<file path="src/design/bwgp_pkg.sv">
package bwgp_pkg;

	// Port width and register byte addresses on the APB word map
	localparam int PIN_COUNT = 8;
	localparam logic [11:0] ADDR_FUNC_SEL = 12'h000;
	localparam logic [11:0] ADDR_DIRECTION = 12'h004;
	localparam logic [11:0] ADDR_PIN_LEVEL = 12'h008;
	localparam logic [11:0] ADDR_OUT_VALUE = 12'h00c;
	localparam logic [11:0] ADDR_PULLUP = 12'h010;

	// Values after reset
	localparam logic [7:0] FUNC_SEL_RESET = 8'h00;
	localparam logic [7:0] DIRECTION_RESET = 8'h00;
	localparam logic [7:0] PULLUP_RESET = 8'h00;

	// Synchroniser depth on pin levels
	localparam int SYNC_STAGES = 2;

	typedef enum logic [2:0] {
		BWGP_REG_FUNC,
		BWGP_REG_DIR,
		BWGP_REG_LEVEL,
		BWGP_REG_OUT,
		BWGP_REG_PULL,
		BWGP_REG_NONE
	} bwgp_reg_type;

endpackage

</file>
<file path="src/design/bwgp_port.sv">
// Our own choices: the register addresses and register access over APB.
`timescale 1ns/10ps
module bwgp_port #(
	parameter int WIDTH = 8,
	parameter bit HAS_ALT = 1'b1
) (
	input wire logic clk,
	input wire logic sys_rst,
	input wire logic psel,
	input wire logic penable,
	input wire logic pwrite,
	input wire logic [11:0] paddr,
	input wire logic [31:0] pwdata,
	input wire logic [3:0] pstrb,
	output logic [31:0] prdata,
	output logic pready,
	output logic pslverr,
	input wire logic [WIDTH-1:0] pin_i,
	output logic [WIDTH-1:0] pin_o,
	output logic [WIDTH-1:0] pin_oe,
	output logic [WIDTH-1:0] pin_pullup_en,
	output logic [WIDTH-1:0] pin_input_en,
	input wire logic [WIDTH-1:0] periph_out,
	input wire logic [WIDTH-1:0] periph_oe,
	input wire logic [WIDTH-1:0] periph_in_need,
	output logic [WIDTH-1:0] periph_in
);

	logic [WIDTH-1:0] func_q, func_d;
	logic [WIDTH-1:0] dir_q, dir_d;
	logic [WIDTH-1:0] pull_q, pull_d;
	logic [WIDTH-1:0] outv_q, outv_d;
	logic [WIDTH-1:0] sync1_q, sync2_q;
	logic [31:0] prdata_q, prdata_d;
	logic pslverr_q, pslverr_d;
	logic wr_en, rd_en, setup_rd;
	bwgp_pkg::bwgp_reg_type sel;

	// Address decode, used for reads, writes and input gating
	function automatic bwgp_pkg::bwgp_reg_type decode(input logic [11:0] a,
		input bit alt);
		if (a == bwgp_pkg::ADDR_FUNC_SEL && alt)
			return bwgp_pkg::BWGP_REG_FUNC;
		else if (a == bwgp_pkg::ADDR_DIRECTION)
			return bwgp_pkg::BWGP_REG_DIR;
		else if (a == bwgp_pkg::ADDR_PIN_LEVEL)
			return bwgp_pkg::BWGP_REG_LEVEL;
		else if (a == bwgp_pkg::ADDR_OUT_VALUE)
			return bwgp_pkg::BWGP_REG_OUT;
		else if (a == bwgp_pkg::ADDR_PULLUP)
			return bwgp_pkg::BWGP_REG_PULL;
		else
			return bwgp_pkg::BWGP_REG_NONE;
	endfunction

	assign sel = decode(paddr, HAS_ALT);
	assign wr_en = psel && penable && pwrite && pstrb[0];
	assign rd_en = psel && penable && !pwrite;
	assign setup_rd = psel && !penable && !pwrite
		&& sel == bwgp_pkg::BWGP_REG_LEVEL;
	// Zero wait states
	assign pready = 1'b1;
	assign prdata = prdata_q;
	assign pslverr = pslverr_q;

	always_comb
	begin
		func_d = func_q;
		dir_d = dir_q;
		pull_d = pull_q;
		outv_d = outv_q;
		pslverr_d = 1'b0;
		prdata_d = prdata_q;
		if (psel && !penable)
		begin
			pslverr_d = (sel == bwgp_pkg::BWGP_REG_NONE)
				|| (pwrite && sel == bwgp_pkg::BWGP_REG_LEVEL);
			prdata_d = 32'h0000_0000;
			unique case (sel)
				bwgp_pkg::BWGP_REG_FUNC: prdata_d[WIDTH-1:0] = func_q;
				bwgp_pkg::BWGP_REG_DIR: prdata_d[WIDTH-1:0] = dir_q;
				bwgp_pkg::BWGP_REG_LEVEL: prdata_d[WIDTH-1:0] = sync2_q;
				bwgp_pkg::BWGP_REG_OUT: prdata_d[WIDTH-1:0] = outv_q;
				bwgp_pkg::BWGP_REG_PULL: prdata_d[WIDTH-1:0] = pull_q;
				bwgp_pkg::BWGP_REG_NONE: prdata_d = 32'h0000_0000;
			endcase
		end
		if (wr_en)
		begin
			unique case (sel)
				bwgp_pkg::BWGP_REG_FUNC: func_d = pwdata[WIDTH-1:0];
				bwgp_pkg::BWGP_REG_DIR: dir_d = pwdata[WIDTH-1:0];
				bwgp_pkg::BWGP_REG_OUT: outv_d = pwdata[WIDTH-1:0];
				bwgp_pkg::BWGP_REG_PULL: pull_d = pwdata[WIDTH-1:0];
				bwgp_pkg::BWGP_REG_LEVEL,
				bwgp_pkg::BWGP_REG_NONE: pslverr_d = pslverr_q;
			endcase
		end
		if (rd_en)
			pslverr_d = pslverr_q;
		if (wr_en)
			pslverr_d = pslverr_q;
	end

	always_ff @(posedge clk or posedge sys_rst)
	begin
		if (sys_rst)
		begin
			func_q <= WIDTH'(bwgp_pkg::FUNC_SEL_RESET);
			dir_q <= WIDTH'(bwgp_pkg::DIRECTION_RESET);
			pull_q <= WIDTH'(bwgp_pkg::PULLUP_RESET);
			prdata_q <= 32'h0000_0000;
			pslverr_q <= 1'b0;
		end
		else
		begin
			func_q <= HAS_ALT ? func_d : '0;
			dir_q <= dir_d;
			pull_q <= pull_d;
			prdata_q <= prdata_d;
			pslverr_q <= pslverr_d;
		end
	end

	// output value keeps its contents over reset
	always_ff @(posedge clk)
	begin
		outv_q <= outv_d;
	end

	always_ff @(posedge clk or posedge sys_rst)
	begin
		if (sys_rst)
		begin
			sync1_q <= '0;
			sync2_q <= '0;
		end
		else
		begin
			sync1_q <= pin_i;
			sync2_q <= sync1_q;
		end
	end

	genvar i;
	generate
		for (i = 0; i < WIDTH; i++)
		begin : g_pin
			assign pin_o[i] = func_q[i] ? periph_out[i] : outv_q[i];
			assign pin_oe[i] = func_q[i] ? periph_oe[i] : dir_q[i];
			assign pin_pullup_en[i] = pull_q[i] && !func_q[i] && !dir_q[i];
			assign pin_input_en[i] = func_q[i] ? 1'b1
				: (setup_rd || periph_in_need[i]);
			assign periph_in[i] = func_q[i] ? sync2_q[i] : 1'b0;
		end
	endgenerate

endmodule

</file>
<file path="config.mk">
export PLATFORM = sky130hd
export DESIGN_NAME = bwgp_port
export DESIGN_NICKNAME = d
export VERILOG_FILES = /design/src/design/bwgp_pkg.sv /design/src/design/bwgp_port.sv
export SDC_FILE = /design/constraint.sdc
export NUM_CORES = 1
export LEC_CHECK = 0
export ABC_AREA = 0
export BUFFER_PORTS_ARGS = -buffer_cell sky130_fd_sc_hd__buf_4
export CAP_MARGIN = 20
export CORE_MARGIN = 4
export CORE_UTILIZATION = 44
export DETAILED_ROUTE_END_ITERATION = 12
export PLACE_DENSITY = 0.77
export SYNTH_ARGS = -nofsm -noshare
export SYNTH_HDL_FRONTEND = slang
export SYNTH_SLANG_ARGS = --single-unit
</file>
<file path="constraint.sdc">
create_clock -name clk -period 3.54 [get_ports clk]
set_clock_uncertainty 0.2 [all_clocks]
set_input_delay 0.885 -clock clk [delete_from_list [all_inputs] [get_ports clk]]
set_output_delay 0.885 -clock clk [all_outputs]
set_load 0.02 [all_outputs]
</file>
Word-level counts from Yosys, hierarchy flattened
Index checks and enable logic that the tools add are counted.
W data, S select, Z words.

operators by class
  $add $sub $neg = 0
  $mul = 0
  divide/modulo/power cells = 0
  $lt $le $gt $ge = 0
  equality and inequality tests = 9
  shifts and indexed selects = 0
  muxes and demuxes = 39
  bitwise operators = 2
  reductions and logical operators = 58

operators by type and width
  kind                   number
  $pmux W8 S6            1
  $mux W1                34
  $eq A12 B4 Y1 const B  2
  $logic_and A1 B1 Y1    24
  $logic_not A1 Y1       18
  $eq A12 B3 Y1 const B  1
  $eq A12 B5 Y1 const B  1
  $logic_not A12 Y1      1
  $mux W3                4
  $reduce_and A2 Y1      5
  $logic_or A1 B1 Y1     9
  $eq A3 B2 Y1 const B   2
  $eq A3 B3 Y1 const B   2
  $eq A3 B1 Y1 const B   1
  $logic_not A3 Y1       1
  $not A1 Y1             2

storage, ports and cells
  bits in registers = 57
  latch bits = 0
  bits in writable memories = 0
  bits in read-only memories = 0
  output and inout bits = 74
  memories kept = 0

Logic depth before layout (Yosys ltp)
  word-level depth = 10
  gate-level depth with buffers = 7

Worst setup path before layout
No wires, ideal clock.

  path type = input-to-output
  from = input paddr[1]
  to = output pin_input_en[5]
  arrival = 2,331 ps
  path slack = 124 ps
  cell stages on the path = 5
  cells stage by stage = or4b_1 -> buf_6 -> or4_4 -> buf_6 -> nand2_1

on the way
  word-level cells in the longest chain between the ends = 10

ends and longest elaborated chain
  element                  line              RTL
  from (decl)              bwgp_port.sv:12   input wire logic [11:0] paddr,
  $eq A12 B5 Y1            bwgp_port.sv:50   else if (a == bwgp_pkg::ADDR_PULLUP)
  $mux W1                  bwgp_port.sv:50
  $mux W3                  bwgp_port.sv:48   else if (a == bwgp_pkg::ADDR_OUT_VALUE)
  $mux W3                  bwgp_port.sv:46   else if (a == bwgp_pkg::ADDR_PIN_LEVEL)
  $mux W3                  bwgp_port.sv:44   else if (a == bwgp_pkg::ADDR_DIRECTION)
  $mux W3 (*)              bwgp_port.sv:42   if (a == bwgp_pkg::ADDR_FUNC_SEL && alt)
  $eq A3 B2 Y1 (*)         bwgp_port.sv:60   && sel == bwgp_pkg::BWGP_REG_LEVEL;
  $logic_and A1 B1 Y1 (*)  bwgp_port.sv:60
  $logic_or A1 B1 Y1 (*)   bwgp_port.sv:153  : (setup_rd || periph_in_need[i]);
  $mux W1 (*)              bwgp_port.sv:152  assign pin_input_en[i] = func_q[i] ? 1'b1
  to (decl)                bwgp_port.sv:22   output logic [WIDTH-1:0] pin_input_en,

Every way passes the cells marked *; elsewhere a longest branch is shown, timed or not.

Final worst setup path
Ends and elaborated chain as after synthesis.

==> impl_results.html <==
<table>
<tr><th>Metric</th><th>Value</th></tr>
<tr><th colspan="2">Synth</th></tr>
<tr><td>Sequential element share of the synthesized area</td><td>51.3%</td></tr>
<tr><td>Synthesized-area fraction occupied by and/or/nand/nor cells</td><td>15.2%</td></tr>
<tr><td>Post-synthesis instance area</td><td>0.00286 mm^2</td></tr>
<tr><td>Post-synthesis mux area share</td><td>18.6%</td></tr>
<tr><td>Compound-Gate Fraction of Synth Area</td><td>5.95%</td></tr>
<tr><td>Ys flop type</td><td>sky130_fd_sc_hd__dfrtp_1</td></tr>
<tr><td>Unique cell type count in the Yosys netlist</td><td>34</td></tr>
<tr><td>Synth top area share</td><td>42.9%</td></tr>
<tr><td>Yosys Warn Count</td><td>0</td></tr>
<tr><td>Gate count of the mapped netlist</td><td>248</td></tr>
<tr><td>Most frequent cell after synthesis</td><td>sky130_fd_sc_hd__dfrtp_1</td></tr>
<tr><td>Number of synthesized flops with an enable pin</td><td>8</td></tr>
<tr><td>Synth async-reset ratio</td><td>86.0%</td></tr>
<tr><td>Synthesized area per cell</td><td>11.5 um^2</td></tr>
<tr><td>Synth Area in Adders</td><td>0%</td></tr>
<tr><td>Most area-hungry cell type in the Yosys netlist</td><td>sky130_fd_sc_hd__dfrtp_1</td></tr>
<tr><td>Synth top area cells</td><td>sky130_fd_sc_hd__dfrtp_1 (43%), sky130_fd_sc_hd__mux2_2 (16%), sky130_fd_sc_hd__edfxtp_1 (8.4%), sky130_fd_sc_hd__buf_4 (6.6%), sky130_fd_sc_hd__mux2i_1 (2.8%)</td></tr>
<tr><td>Synthesized-area fraction occupied by xor and xnor cells</td><td>0%</td></tr>
<tr><td>Largest family of logic cells by synthesized area</td><td>multiplexers</td></tr>
<tr><td>Most used standard cells in the synthesized netlist</td><td>sky130_fd_sc_hd__dfrtp_1 (49), sky130_fd_sc_hd__mux2_2 (40), sky130_fd_sc_hd__buf_4 (25)</td></tr>
<tr><td>Number of register bits inferred by synthesis</td><td>57</td></tr>
<tr><th colspan="2">Global route</th></tr>
<tr><td>Maximum number of pins on one net before global-route repair</td><td>50</td></tr>
<tr><td>First-pass GRT wire length</td><td>11.0 mm</td></tr>
<tr><td>Congestion Overflow GR</td><td>0</td></tr>
<tr><td>Global routing usage summed across all routing layers</td><td>19.4%</td></tr>
<tr><td>Vias in the first global route</td><td>2240</td></tr>
<tr><td>Number of antenna violations at the first check in global routing</td><td>0</td></tr>
<tr><th colspan="2">Finish</th></tr>
<tr><td>Net count of the finished layout</td><td>448</td></tr>
<tr><td>Post-synthesis to final-layout area growth</td><td>36.0%</td></tr>
<tr><td>Cell area after layout</td><td>0.00389 mm^2</td></tr>
<tr><td>Final antenna diode count</td><td>0</td></tr>
<tr><td>Total of fill cells in the finished design</td><td>543</td></tr>
<tr><td>Fraction of final layout cells sized beyond drive strength 1</td><td>47.8%</td></tr>
<tr><th colspan="2">STA</th></tr>
<tr><td>Unrepaired setup endpoints after global routing</td><td>false</td></tr>
<tr><td>Worst max-slew margin expressed relative to the limit</td><td>63.5%</td></tr>
<tr><td>Final hold violation count</td><td>0</td></tr>
<tr><td>Max Clock Freq</td><td>286 MHz</td></tr>
<tr><td>Final worst path period share</td><td>98.8%</td></tr>
<tr><td>Count of pins over their slew limit</td><td>0</td></tr>
<tr><td>Transition time at the pin with the least slew margin</td><td>0.547 ns</td></tr>
<tr><td>Final critical-path required period</td><td>3.50 ns</td></tr>
<tr><td>Final count of negative-setup-slack endpoints</td><td>0</td></tr>
<tr><td>Setup_tns</td><td>0 ns</td></tr>
<tr><th colspan="2">Power and ir drop</th></tr>
<tr><td>Pwr/cell area</td><td>377 mW/mm^2</td></tr>
<tr><td>Net switching share of the total power</td><td>22.9%</td></tr>
<tr><td>Combinational power share</td><td>9.9%</td></tr>
<tr><td>Portion of total power attributed to the clock network</td><td>43.9%</td></tr>
<tr><td>Power share of the sequential group</td><td>46.2%</td></tr>
<tr><td>Internal power</td><td>1.13 mW</td></tr>
<tr><td>Reported net switching power</td><td>0.336 mW</td></tr>
<tr><td>Max VDD drop</td><td>321 uV</td></tr>
<tr><td>Leakage</td><td>1.97 nW</td></tr>
<tr><th colspan="2">Floorplan</th></tr>
<tr><td>Die Y-Extent</td><td>88.6 um</td></tr>
<tr><td>Core outline area</td><td>0.00631 mm^2</td></tr>
<tr><td>Placement row count</td><td>29</td></tr>
<tr><td>Effective utilization at floorplan</td><td>45.3%</td></tr>
<tr><td>Area of the die</td><td>0.00785 mm^2</td></tr>
<tr><td>I/O pin cnt</td><td>159</td></tr>
<tr><td>Die span in x</td><td>88.6 um</td></tr>
<tr><th colspan="2">Clock tree</th></tr>
<tr><td>Max H-tree Level</td><td>3</td></tr>
<tr><td>TritonCTS Buffers</td><td>9</td></tr>
<tr><td>Clock transition at path regs</td><td>0.06 ns</td></tr>
<tr><td>Skew-Pair Late Insertion Delay</td><td>0.33 ns</td></tr>
<tr><td>Clock tree from TritonCTS</td><td>yes</td></tr>
<tr><td>Count of hold buffers inserted by post-cts repair</td><td>0</td></tr>
<tr><td>Clock sink total</td><td>57</td></tr>
<tr><td>Library cell used as clock root buffer</td><td>sky130_fd_sc_hd__clkbuf_8</td></tr>
<tr><td>Number of instances resized during post-cts repair</td><td>0</td></tr>
<tr><td>Buffer depth of the longest clock path</td><td>2</td></tr>
<tr><td>Post-CTS repair timing setup buffer count</td><td>0</td></tr>
<tr><th colspan="2">Detailed routing</th></tr>
<tr><td>Post-DR vias/cell</td><td>5.09</td></tr>
<tr><td>DRC viols</td><td>0</td></tr>
<tr><td>Total length of routed wires</td><td>7.32 mm</td></tr>
<tr><td>Count of routing violations after the opening detailed-route iteration</td><td>54</td></tr>
<tr><td>Antenna-violating nets left</td><td>0</td></tr>
<tr><td>Count of vias placed by the detailed router</td><td>2264</td></tr>
<tr><td>Pre-Repair DR Iteration Count</td><td>4</td></tr>
<tr><td>WL per Instance</td><td>16.4 um</td></tr>
<tr><th colspan="2">Critical path</th></tr>
<tr><td>FF-to-FF Start</td><td>outv_q[1]</td></tr>
<tr><td>Most common cell on crit path</td><td>sky130_fd_sc_hd__buf_4</td></tr>
<tr><td>Critical Path Slowest Stage Cell</td><td>sky130_fd_sc_hd__or4_4</td></tr>
<tr><td>Setup crit end kind</td><td>primary output</td></tr>
<tr><td>Critical path's largest stage delay</td><td>0.61 ns</td></tr>
<tr><td>Largest fanout on the critical path</td><td>8</td></tr>
<tr><td>Reg-to-reg slack, setup</td><td>2.32 ns</td></tr>
<tr><td>Kind of start point of the critical path</td><td>primary input</td></tr>
<tr><td>Critical path data required time</td><td>2.45 ns</td></tr>
<tr><td>Path type of the worst setup path</td><td>primary input to primary output</td></tr>
<tr><td>Worst r2r path cells</td><td>4</td></tr>
<tr><td>Largest delay share family, worst path</td><td>simple AND/OR/NAND/NOR gates</td></tr>
<tr><td>End of the worst register-to-register path</td><td>prdata[1]</td></tr>
<tr><td>Cells along the critical path</td><td>buf_4 -&gt; or4b_1 -&gt; or4_4 -&gt; nand2_1 -&gt; buf_4</td></tr>
<tr><td>Buffer and inverter count on the worst path</td><td>2</td></tr>
<tr><td>Number of gates on the worst path with buffers counted</td><td>5</td></tr>
<tr><td>Crit path arrival time</td><td>2.41 ns</td></tr>
<tr><th colspan="2">Placed design</th></tr>
<tr><td>Placer congestion estimate</td><td>0.758</td></tr>
<tr><td>Cell area after placement</td><td>0.00366 mm^2</td></tr>
<tr><td>Detailed Place HPWL</td><td>5.17 mm</td></tr>
<tr><td>Number of buffers added on ports</td><td>106</td></tr>
<tr><th colspan="2">Hold path</th></tr>
<tr><td>Worst hold path cell count</td><td>0</td></tr>
<tr><td>Startpoint of the lowest-slack hold path</td><td>sync1_q[5]</td></tr>
<tr><td>Min-Delay Endpoint</td><td>sync2_q[5]</td></tr>
<tr><td>Class of the worst hold path</td><td>flip-flop to flip-flop</td></tr>
<tr><th colspan="2">Job</th></tr>
<tr><td>Max-cap viol count</td><td>0</td></tr>
<tr><th colspan="2">Status</th></tr>
<tr><td>Outcome</td><td>completed</td></tr>
</table>
-- per-stage QoR --
step	setup slack, ns	hold WS [ns]	utilization [%]	std cells	total power [mW]
global route	0.0163	0.154	61.6	445	1.53
global placement	0.0543	0.132	57.9	428	0.830
finish	0.0441	0.148	61.6	445	1.47
CTS	0.0497	0.149	61.3	444	1.48
floorplan	0.124	0.131	-	271	0.779
detailed placement	0.0485	0.136	57.9	428	0.833
-- cell usage in the layout (no fill, tap or decap) --
| cell | count |
|---|---|
| sky130_fd_sc_hd__or4b_1 | 1 |
| sky130_fd_sc_hd__or3_2 | 1 |
| sky130_fd_sc_hd__buf_4 | 113 |
| sky130_fd_sc_hd__or4_4 | 1 |
| sky130_fd_sc_hd__o311a_1 | 1 |
| sky130_fd_sc_hd__nor2_1 | 17 |
| sky130_fd_sc_hd__nor3_4 | 1 |
| sky130_fd_sc_hd__dfrtp_1 | 49 |
| sky130_fd_sc_hd__and2_1 | 8 |
| sky130_fd_sc_hd__bufinv_16 | 2 |
| sky130_fd_sc_hd__o31ai_1 | 8 |
| sky130_fd_sc_hd__nor3b_1 | 8 |
| sky130_fd_sc_hd__o21ai_0 | 1 |
| sky130_fd_sc_hd__nor3_2 | 1 |
| sky130_fd_sc_hd__edfxtp_1 | 8 |
| sky130_fd_sc_hd__inv_2 | 1 |
| sky130_fd_sc_hd__or4_1 | 1 |
| sky130_fd_sc_hd__nand2b_1 | 2 |
| sky130_fd_sc_hd__mux2_2 | 40 |
| sky130_fd_sc_hd__clkinvlp_4 | 1 |
| sky130_fd_sc_hd__nor3_1 | 2 |
| sky130_fd_sc_hd__conb_1 | 25 |
| sky130_fd_sc_hd__mux2i_1 | 8 |
| sky130_fd_sc_hd__nand3_1 | 1 |
| sky130_fd_sc_hd__nor2b_1 | 9 |
| sky130_fd_sc_hd__clkbuf_8 | 9 |
| sky130_fd_sc_hd__inv_1 | 2 |
| sky130_fd_sc_hd__nand4b_1 | 1 |
| sky130_fd_sc_hd__nor4_2 | 1 |
| sky130_fd_sc_hd__and4_1 | 1 |
| sky130_fd_sc_hd__o22ai_1 | 8 |
| sky130_fd_sc_hd__nand2_1 | 20 |
| sky130_fd_sc_hd__and3b_1 | 1 |
| sky130_fd_sc_hd__nor2_2 | 1 |
| sky130_fd_sc_hd__buf_12 | 1 |
| sky130_fd_sc_hd__clkinv_2 | 3 |
| sky130_fd_sc_hd__clkbuf_1 | 1 |
| sky130_fd_sc_hd__a21oi_1 | 9 |
-- sequential cells by signal (all words and copies together) (netlist names) --
signal / flops
prdata: 8
sync1_q: 8
outv_q: 8
func_q: 8
pslverr: 1
pull_q: 8
sync2_q: 8
dir_q: 8
-- cell families after synthesis --
| group | after synthesis |
|---|---|
| AO/OA/AOI/OAI | 27 |
| buffers and inverters | 36 |
| flip-flops | 57 |
| multiplexers | 48 |
| other | 2 |
| AND/OR/NAND/NOR | 78 |
-- metal layers --
layer / up-vias / part of all wire, % / track usage [%]
met4: 0 / 2.6 / 11.0
met3: 15 / 9.2 / 5.49
met1: 1083 / 40 / 24.3
met2: 113 / 48 / 30.2
met5: - / 0 / 0
li1: 1053 / - / -
-- worst register-to-register path, cell delays in order (launching register included) --
cell                       delay, ns
sky130_fd_sc_hd__edfxtp_1       0.40
sky130_fd_sc_hd__mux2i_1        0.18
sky130_fd_sc_hd__o22ai_1        0.10
sky130_fd_sc_hd__a21oi_1        0.14
sky130_fd_sc_hd__o31ai_1        0.08
-- power by group through the flow --
stage	logic [mW]	registers, mW	clock network [mW]
after floorplan	0.0886	0.691	0
after global placement	0.140	0.690	0
after detailed placement	0.143	0.690	0
after CTS	0.143	0.678	0.655
after global routing	0.159	0.679	0.695
final	0.145	0.678	0.644
-- area by class of cell --
class / count / area (um^2) / share of cell area (%)
clock buffers: 10 / 128 / 3.28
clock inverters: 6 / 82.6 / 2.12
inverters: 3 / 11.3 / 0.290
repair buffers: 114 / 868 / 22.3
multi-input cells: 178 / 1230 / 31.8
well taps: 77 / 96.3 / 2.48
flip-flops and latches: 57 / 1470 / 37.7
-- worst max path at each step --
stage,start,to,slack (ns)
2_1_floorplan,paddr[1],pin_input_en[5],0.12
3_3_place_gp,paddr[1],pin_input_en[5],0.05
3_5_place_dp,paddr[1],pin_input_en[5],0.05
4_1_cts,paddr[1],pin_input_en[5],0.05
5_1_grt,paddr[1],pin_input_en[3],0.02
6_report,paddr[1],pin_input_en[5],0.04
Power figures use the tool's default switching activity.
